File: config.mk
export PLATFORM = sky130hd
export DESIGN_NAME = sgio_top
export DESIGN_NICKNAME = d
export VERILOG_FILES = /design/src/sgio_pkg.sv /design/src/sgio_pinmux.sv /design/src/sgio_sync.sv /design/src/sgio_top.sv
export VERILOG_INCLUDE_DIRS = /design/src
export SDC_FILE = /design/constraint.sdc
export NUM_CORES = 1
export LEC_CHECK = 0
export BUFFER_PORTS_ARGS = -buffer_cell sky130_fd_sc_hd__buf_2
export CAP_MARGIN = 20
export CELL_PAD_IN_SITES_DETAIL_PLACEMENT = 1
export CELL_PAD_IN_SITES_GLOBAL_PLACEMENT = 1
export CORE_MARGIN = 2
export CORE_UTILIZATION = 43
export CTS_BUF_LIST = sky130_fd_sc_hd__clkbuf_16
export DETAILED_ROUTE_END_ITERATION = 8
export PLACE_DENSITY_LB_ADDON = 0.1
export SYNTH_ARGS = -nofsm -noshare
export SYNTH_HDL_FRONTEND = slang
export SYNTH_SLANG_ARGS = --single-unit
export TNS_END_PERCENT = 30
File: constraint.sdc
create_clock -name clock_in -period 1.5 [get_ports clock_in]
set_clock_uncertainty 0.2 [all_clocks]
set_input_delay 0.075 -clock clock_in [delete_from_list [all_inputs] [get_ports clock_in]]
set_output_delay 0.075 -clock clock_in [all_outputs]
set_load 0.01 [all_outputs]
File: src/sgio_regs.svh
// register offsets, reset values and field widths for the segment-shared
// port block; included by the package, by sgio_top and by the testbench
`ifndef SGIO_REGS_SVH
`define SGIO_REGS_SVH

`define SGIO_ADDR_W        3
`define SGIO_DATA_W        8
`define SGIO_PF_W          8
`define SGIO_PG_W          6
`define SGIO_SEG_W         14

`define SGIO_OFS_PF_DATA   3'h0
`define SGIO_OFS_PF_DIR    3'h1
`define SGIO_OFS_PG_DATA   3'h2
`define SGIO_OFS_PG_DIR    3'h3
`define SGIO_OFS_SE_24_31  3'h4
`define SGIO_OFS_SE_32_39  3'h5
`define SGIO_OFS_SE_40_41  3'h6

`define SGIO_PF_DIR_RST    8'hff
`define SGIO_PG_DIR_RST    6'h3f
`define SGIO_SE8_RST       8'h00
`define SGIO_SE2_RST       2'h0
`define SGIO_RDATA_RST     8'h00
`define SGIO_PG_PAD        2'h0

// segment level index = segment number minus 28
`define SGIO_SEG_IDX_PF_LO 4
`define SGIO_SEG_IDX_PF_HI 0
`define SGIO_SEG_IDX_PG    8

`endif

File: src/sgio_pkg.sv
// types shared by the segment-shared port block
// assumes sgio_regs.svh is on the include path
`include "sgio_regs.svh"

package sgio_pkg;
  typedef logic [`SGIO_ADDR_W-1:0] sgio_addr_t;
  typedef logic [`SGIO_DATA_W-1:0] sgio_byte_t;
  typedef logic [`SGIO_PF_W-1:0]   sgio_pf_t;
  typedef logic [`SGIO_PG_W-1:0]   sgio_pg_t;
  typedef logic [`SGIO_SEG_W-1:0]  sgio_seg_t;
endpackage

File: src/sgio_pinmux.sv
// per-pin driver select between port latch and lcd segment level
// assumes segment levels come from the lcd driver on clock_in
`timescale 1ns/10ps

module sgio_pinmux #(
  parameter int W = 8
) (
  input  wire logic [W-1:0] latch_in,
  input  wire logic [W-1:0] dir_in,
  input  wire logic [W-1:0] seg_en_in,
  input  wire logic [W-1:0] seg_level_in,
  output logic      [W-1:0] pin_out,
  output logic      [W-1:0] pin_oe_out
);
  for (genvar i = 0; i < W; i++) begin : g_pin
    always_comb begin
      // segment function overrides the port driver
      pin_out[i]    = seg_en_in[i] ? seg_level_in[i] : latch_in[i];
      pin_oe_out[i] = seg_en_in[i] | ~dir_in[i];
    end
  end

endmodule // sgio_pinmux

File: src/sgio_sync.sv
// three-stage pin synchroniser, one per port
// assumes inputs are asynchronous to clock_in
`timescale 1ns/10ps

module sgio_sync #(
  parameter int W = 8
) (
  input  wire logic         clock_in,
  input  wire logic         nrst_in,
  input  wire logic [W-1:0] pin_in,
  output logic      [W-1:0] level_out
);
  logic [W-1:0] s1_r;
  logic [W-1:0] s2_r;
  logic [W-1:0] s3_r;
  logic [W-1:0] level_r;
  logic [W-1:0] level_nxt;

  // a bit changes only once stages two and three agree
  for (genvar i = 0; i < W; i++) begin : g_bit
    always_comb begin
      level_nxt[i] = (s2_r[i] == s3_r[i]) ? s3_r[i] : level_r[i];
    end
  end

  always_ff @(posedge clock_in or negedge nrst_in) begin
    if (!nrst_in) begin
      s1_r    <= '0;
      s2_r    <= '0;
      s3_r    <= '0;
      level_r <= '0;
    end else begin
      s1_r    <= pin_in;
      s2_r    <= s1_r;
      s3_r    <= s2_r;
      level_r <= level_nxt;
    end
  end

  assign level_out = level_r;

endmodule // sgio_sync

File: src/sgio_top.sv
// ports f and g with lcd segment sharing, register port and pin muxing
// assumes a single 100 MHz clock; por_in is high while the current reset
// comes from power-on or brown-out and is on the clock_in domain
`timescale 1ns/10ps
`include "sgio_regs.svh"

// Summary of operation
// - port f read returns synchronised pin levels
// - port f direction one tri-states, zero drives
// - port g bits 5-0 read pin levels
// - port g bits 7-6 ignore writes, read zero
// - port g direction one tri-states, zero drives
// - each port g pin direction is independent
// - port f latch kept; direction resets all ones
// - port g direction resets to all ones
// - port f pins map to segments 32-35, 28-31
// - port g pins map to segments 36-41
// - segment enables clear on power-on or brown-out only
module sgio_top
  import sgio_pkg::*;
(
  input  wire logic       clock_in,
  input  wire logic       nrst_in,
  input  wire logic       por_in,
  input  wire sgio_addr_t addr_in,
  input  wire sgio_byte_t wdata_in,
  input  wire logic       wr_in,
  input  wire logic       rd_in,
  output sgio_byte_t      rdata_out,
  input  wire sgio_pf_t   pf_pin_in,
  output sgio_pf_t        pf_pin_out,
  output sgio_pf_t        pf_pin_oe_out,
  input  wire sgio_pg_t   pg_pin_in,
  output sgio_pg_t        pg_pin_out,
  output sgio_pg_t        pg_pin_oe_out,
  input  wire sgio_seg_t  lcd_segment_output_in,
  output sgio_seg_t       seg_enable_out
);

  sgio_pf_t   pf_latch_r;
  sgio_pf_t   pf_latch_nxt;
  sgio_pg_t   pg_latch_r;
  sgio_pg_t   pg_latch_nxt;
  sgio_pf_t   pf_dir_r;
  sgio_pf_t   pf_dir_nxt;
  sgio_pg_t   pg_dir_r;
  sgio_pg_t   pg_dir_nxt;
  sgio_byte_t se3_r;
  sgio_byte_t se3_nxt;
  sgio_byte_t se4_r;
  sgio_byte_t se4_nxt;
  logic [1:0] se5_r;
  logic [1:0] se5_nxt;
  sgio_byte_t rdata_r;
  sgio_byte_t rdata_nxt;
  sgio_pf_t   pf_level;
  sgio_pg_t   pg_level;
  sgio_pf_t   pf_seg_en;
  sgio_pf_t   pf_seg_lvl;
  sgio_pg_t   pg_seg_en;
  sgio_pg_t   pg_seg_lvl;

  // pin input synchronisers
  sgio_sync #(.W(`SGIO_PF_W)) u_pf_sync (
    .clock_in  (clock_in),
    .nrst_in   (nrst_in),
    .pin_in    (pf_pin_in),
    .level_out (pf_level)
  );

  sgio_sync #(.W(`SGIO_PG_W)) u_pg_sync (
    .clock_in  (clock_in),
    .nrst_in   (nrst_in),
    .pin_in    (pg_pin_in),
    .level_out (pg_level)
  );

  // latch and segment enables: no async reset, survive warm resets
  always_comb begin
    pf_latch_nxt = pf_latch_r;
    pg_latch_nxt = pg_latch_r;
    se3_nxt      = se3_r;
    se4_nxt      = se4_r;
    se5_nxt      = se5_r;
    if (wr_in) begin
      unique case (addr_in)
        `SGIO_OFS_PF_DATA:  pf_latch_nxt = wdata_in;
        `SGIO_OFS_PG_DATA:  pg_latch_nxt = wdata_in[`SGIO_PG_W-1:0];
        `SGIO_OFS_SE_24_31: se3_nxt      = wdata_in;
        `SGIO_OFS_SE_32_39: se4_nxt      = wdata_in;
        `SGIO_OFS_SE_40_41: se5_nxt      = wdata_in[1:0];
        default: ;
      endcase
    end
    if (por_in) begin
      se3_nxt = `SGIO_SE8_RST;
      se4_nxt = `SGIO_SE8_RST;
      se5_nxt = `SGIO_SE2_RST;
    end
  end

  always_ff @(posedge clock_in) begin
    pf_latch_r <= pf_latch_nxt;
    pg_latch_r <= pg_latch_nxt;
    se3_r      <= se3_nxt;
    se4_r      <= se4_nxt;
    se5_r      <= se5_nxt;
  end

  // direction registers and read data
  always_comb begin
    pf_dir_nxt = pf_dir_r;
    pg_dir_nxt = pg_dir_r;
    rdata_nxt  = `SGIO_RDATA_RST;
    if (wr_in) begin
      unique case (addr_in)
        `SGIO_OFS_PF_DIR: pf_dir_nxt = wdata_in;
        `SGIO_OFS_PG_DIR: pg_dir_nxt = wdata_in[`SGIO_PG_W-1:0];
        default: ;
      endcase
    end
    if (rd_in) begin
      unique case (addr_in)
        `SGIO_OFS_PF_DATA:  rdata_nxt = pf_level;
        `SGIO_OFS_PF_DIR:   rdata_nxt = pf_dir_r;
        `SGIO_OFS_PG_DATA:  rdata_nxt = {`SGIO_PG_PAD, pg_level};
        `SGIO_OFS_PG_DIR:   rdata_nxt = {`SGIO_PG_PAD, pg_dir_r};
        `SGIO_OFS_SE_24_31: rdata_nxt = se3_r;
        `SGIO_OFS_SE_32_39: rdata_nxt = se4_r;
        `SGIO_OFS_SE_40_41: rdata_nxt = {6'h00, se5_r};
        default:            rdata_nxt = `SGIO_RDATA_RST;
      endcase
    end
  end

  always_ff @(posedge clock_in or negedge nrst_in) begin
    if (!nrst_in) begin
      pf_dir_r <= `SGIO_PF_DIR_RST;
      pg_dir_r <= `SGIO_PG_DIR_RST;
      rdata_r  <= `SGIO_RDATA_RST;
    end else begin
      pf_dir_r <= pf_dir_nxt;
      pg_dir_r <= pg_dir_nxt;
      rdata_r  <= rdata_nxt;
    end
  end

  assign rdata_out = rdata_r;

  // segment routing to pins
  always_comb begin
    pf_seg_en  = {se3_r[7:4], se4_r[3:0]};
    pf_seg_lvl = {lcd_segment_output_in[`SGIO_SEG_IDX_PF_HI +: 4],
                  lcd_segment_output_in[`SGIO_SEG_IDX_PF_LO +: 4]};
    pg_seg_en  = {se5_r, se4_r[7:4]};
    pg_seg_lvl = lcd_segment_output_in[`SGIO_SEG_IDX_PG +: `SGIO_PG_W];
  end

  sgio_pinmux #(.W(`SGIO_PF_W)) u_pf_mux (
    .latch_in     (pf_latch_r),
    .dir_in       (pf_dir_r),
    .seg_en_in    (pf_seg_en),
    .seg_level_in (pf_seg_lvl),
    .pin_out      (pf_pin_out),
    .pin_oe_out   (pf_pin_oe_out)
  );

  sgio_pinmux #(.W(`SGIO_PG_W)) u_pg_mux (
    .latch_in     (pg_latch_r),
    .dir_in       (pg_dir_r),
    .seg_en_in    (pg_seg_en),
    .seg_level_in (pg_seg_lvl),
    .pin_out      (pg_pin_out),
    .pin_oe_out   (pg_pin_oe_out)
  );

  assign seg_enable_out = {se5_r, se4_r, se3_r[7:4]};

  // per-pin driver select, port f: pins 0-3 on enable reg 32-39
  for (genvar i = 0; i < `SGIO_PF_W; i++) begin : g_pf_chk

  end

  // per-pin driver select, port g: segments 36-41 in order
  for (genvar i = 0; i < `SGIO_PG_W; i++) begin : g_pg_chk

  end
endmodule // sgio_top

Word level (Yosys, flattened, before mapping):

Index checks and enable logic that the tools add are counted.

* bits of input ports: 44
* word-level logic and storage cells: 100
* flip-flop bits (word level): 110

* mux-type cells: 16
* bitwise gates (word level): 28
* equal/unequal tests: 20
* reduce and logical (&&, ||, !) cells: 8

Operators with widths (count)
* one-hot mux 8 bit (7 select lines): 1
* == test 1 bit: 14
* 2-to-1 mux 1 bit: 14
* inverter 1 bit: 14
* OR 1 bit: 14
* AND reduction 2 bit: 7
* == test 3 bit, second input constant: 3
* 2-to-1 mux 8 bit: 1
* == test 3 x 2 -> 1 bit, second input constant: 2
* == test 3 x 1 -> 1 bit, second input constant: 1
* logical NOT 3 bit: 1

Longest topological paths before layout:

* depth after elaboration: 3
* gate-level depth with buffers: 7
* gate-level depth less buffers: 4

Hierarchy:

Synthesis repeated with hierarchy kept, for this count alone.

* cells, all modules: 293
* area, all modules: 4184.0 um2

By module, submodules not included
* sgio_top: instances 1, seq. area each 1348.8 um2, area an instance 2327.2 um2, cells an instance 195
* sgio_sync (u_pf_sync): instances 1, seq. area each 800.8 um2, area an instance 890.9 um2, cells an instance 40
* sgio_sync (u_pg_sync): instances 1, seq. area each 600.6 um2, area an instance 668.1 um2, cells an instance 30
* sgio_pinmux (u_pf_mux): instances 1, seq. area each 0.0 um2, area an instance 170.2 um2, cells an instance 16
* sgio_pinmux (u_pg_mux): instances 1, seq. area each 0.0 um2, area an instance 127.6 um2, cells an instance 12

Least setup slack after synthesis:

No wires, ideal clock.

* path kind: input to register
* start point: input addr_in[0]
* end point: register pf_latch_r[0] (enable)
* arrival: 1.140 ns
* setup time: 0.385 ns
* path slack: -0.225 ns
* cell stages on the path: 3
* cell sequence: buf_4 -> nor2b_1 -> nor3b_1

* word-level cells in the longest chain between the ends: 2

RTL lines
* start, declared: RTL line sgio_top.sv:25 `input wire sgio_addr_t addr_in,`
* logical NOT 3 bit: RTL line sgio_top.sv:86 `unique case (addr_in)`
* AND reduction 2 bit (no line)
* end signal, assigned: RTL line sgio_top.sv:103 `pf_latch_r <= pf_latch_nxt;`
* end, declared: RTL line sgio_top.sv:40 `sgio_pf_t pf_latch_r;`

Every way passes these cells.
A chain may end at the register's enable or synchronous reset.

Final worst setup path:

* start point: register se3_r[6]
* end point: output pf_pin_out[6]

* word-level cells in the longest chain between the ends: 1

RTL lines
* start, declared: RTL line sgio_top.sv:48 `sgio_byte_t se3_r;`
* start signal, assigned: RTL line sgio_top.sv:105 `se3_r <= se3_nxt;`
* 2-to-1 mux 1 bit: RTL line sgio_pinmux.sv:18 `pin_out[i] = seg_en_in[i] ? seg_level_in[i] : latch_in[i];`
* end, declared: RTL line sgio_top.sv:31 `output sgio_pf_t pf_pin_out,`

Every way passes these cells.

==> results.json <==
{
  "cpMostUsedCell": "buf_6",
  "die_width_um": 102,
  "clk_pin_slew_ps": 80,
  "ant_nets": 0,
  "synthCells": 290,
  "grt_use_total": 0.211,
  "gp_congestion": 0.822,
  "worst_ep_arrival_time_ps": 1200,
  "final_core_util": 0.590,
  "finalPower_w": 0.00647,
  "slew_viol_final": 0,
  "path_max_fanout": 4,
  "fillers": 953,
  "drive_above_1_share": 0.469,
  "drt-initial-drc-count": 100,
  "wl_per_cell_um": 17.8,
  "wl_um": 10000,
  "timing.fmax_mhz": 678,
  "path_cells": "buf_6 > mux2_4 > buf_6",
  "firstDrtPassIters": 4,
  "postLayoutCellArea_um2": 5450,
  "synth.largest_area_cell": "dfrtp_1",
  "syn_area_um2": 4090,
  "crit_path_top_delay_cell": "dfxtp_2",
  "die_h_um": 102,
  "syn_avg_cell_area_um2": 14.1,
  "setup_tns_ps": 0,
  "num_antenna_cells": 0,
  "criticalPathCategory": "register to output port",
  "ios": 94,
  "cts_buffers": 9,
  "core-area_um2": 9240,
  "grt_pass1_vias": 2975,
  "layout_commonest_cell": "buf_2",
  "power.density_nw_per_um2": 1190,
  "grt_max_degree": 79,
  "port_buffers": 93,
  "final_cell_mix": "89 x buf_2, 64 x dfrtp_1, 38 x nand2_1, 34 x mux2_2, 26 x dlygate4sd3_1",
  "area_growth_pct": 33.3,
  "yosys-top-cells-area": "dfrtp_1 39%, edfxtp_1 10%, mux2_2 10%",
  "cts_tree": "built",
  "grt-ovfl-total": 0,
  "cts_sinks": 110,
  "clk_latency_ps": 340,
  "period_share": 0.983,
  "die_area_um2": 10300,
  "status": "completed",
  "finalNetCount": 474,
  "worstSetupEndpointType": "output port",
  "dpl.hpwl_um": 6840,
  "pre_cts_ws_ps": -198,
  "drc": 0,
  "startpoint_type": "register",
  "start_util": 0.443,
  "synth.distinct_cells": 30,
  "cts-root-buf": "clkbuf_16",
  "finalSetupViolCount": 0,
  "postCtsSetupBuffers": 0,
  "yosys_warnings": 0,
  "p_leak_nw": 2.38,
  "syn_nets": 334,
  "yosysTopAreaCellShare": 0.391,
  "placed_cell_area_um2": 4840,
  "required_ps": 1220,
  "period_needed_ps": 1470,
  "hold_viol": 0,
  "multiInputGateArea_um2": 1260,
  "grt_first_pass_wirelength_um": 16200,
  "vias": 2790,
  "synth.yosys.seq_area_share": 0.672,
  "relSlewSlack": 0.722,
  "rsz0062_at_grt": "true",
  "antenna_found_initial": 0,
  "clockBufferDepth": 2,
  "max_stage_delay_ps": 340,
  "drv_cap": 0,
  "ys_ff_latch": 110,
  "viasPerCell": 4.95,
  "hp-class": "input pin to register",
  "core.rowCount": 35,
  "peakVddDrop_v": 0.000752,
  "tightest_slew_ps": 417,
  "setup_ws_ps": 25.8,
  "seqCellArea_um2": 2790,
  "htreeDepth": 3
}
[path summary, 6_finish.rpt]
| kind | startpoint | endpoint | slack (ps) | cells after the start |
|---|---|---|---|---|
| max in group asynchronous | nrst_in | pf_dir_r[7] | 630 | 3 |
| hold / removal | addr_in[1] | rdata_out[5] | 40 | 3 |
| setup reg to reg | u_pg_sync.level_out[2] | rdata_out[2] | 60 | 2 |
| setup / recovery | se3_r[6] | pf_pin_out[6] | 30 | 3 |
| hold reg to reg | u_pg_sync.s1_r[1] | u_pg_sync.s2_r[1] | 150 | 0 |
| min in group asynchronous | nrst_in | u_pf_sync.s3_r[5] | 80 | 3 |
[layer usage]
metal	GRT usage	routed length (um)	part of all wire	up-vias
li1	-	-	-	1295
met1	0.290	4570	0.46	1410
met2	0.346	4920	0.49	74
met3	0.0283	379	0.038	11
met4	0.0759	157	0.016	0
met5	0	0	0	-
[report_power, final]
| group | switching [W] | internal (W) | total [W] | leakage [nW] |
|---|---|---|---|---|
| sequential | 0.000141 | 0.00327 | 0.00341 | 1.19 |
| combinational | 0.000360 | 0.000405 | 0.000765 | 1.05 |
| clock | 0.00113 | 0.00115 | 0.00229 | 0.137 |
| total | 0.00163 | 0.00483 | 0.00647 | 2.38 |
[what timing repair did]
item,in CTS,in global routing
gates cloned,0,0
endpoints found under the hold margin,146,0
hold buffers,26,0
gates resized for setup,22,10
endpoints found under the setup margin,14,11
[final cells by class]
class,instances,share of cell area
sequential,110,0.512
clock inverter,7,0.0108
multi-input combinational,165,0.231
tap,129,0.0296
clock buffer,9,0.0413
timing repair buffer,144,0.175
[worst max-delay path, delay by kind of cell, from the launching register on]
kind / cells / cell delay, ps
muxes: 1 / 290
buffers and inverters: 2 / 220
DFF: 1 / 340
[cells in the mapped netlist, drive strengths merged]
cell	count
nor3	2
nor2b	3
nand2	38
dfstp	14
nand2b	17
clkbuf	2
and2b	1
mux4	4
dfxtp	18
a32oi	3
nand3	5
buf	13
and3b	2
a31oi	2
mux2	37
o21ai	3
maj3	14
and3	1
a32o	2
nor2	2
edfxtp	14
mux2i	4
or3	1
nor3b	1
and2	2
a21oi	21
dfrtp	64
[metrics by stage]
step / hold WS, ps / cells
final: 39.4 / 564
after global routing: 53.3 / 564
after CTS: 29.5 / 565
after detailed placement: -69.7 / 524
after global placement: -74.1 / 524
after floorplan: -421 / 290
[cells by family after synthesis]
kind of cell,after synthesis,share of synthesized area
adder cells (fa/ha/maj),14,0.0342
multiplexers,45,0.134
AND/OR/NAND/NOR,75,0.0927
buffers and inverters,15,0.0235
AO/OA/AOI/OAI,31,0.0437
flip-flops,110,0.672
(Power assumes the default switching activity.)
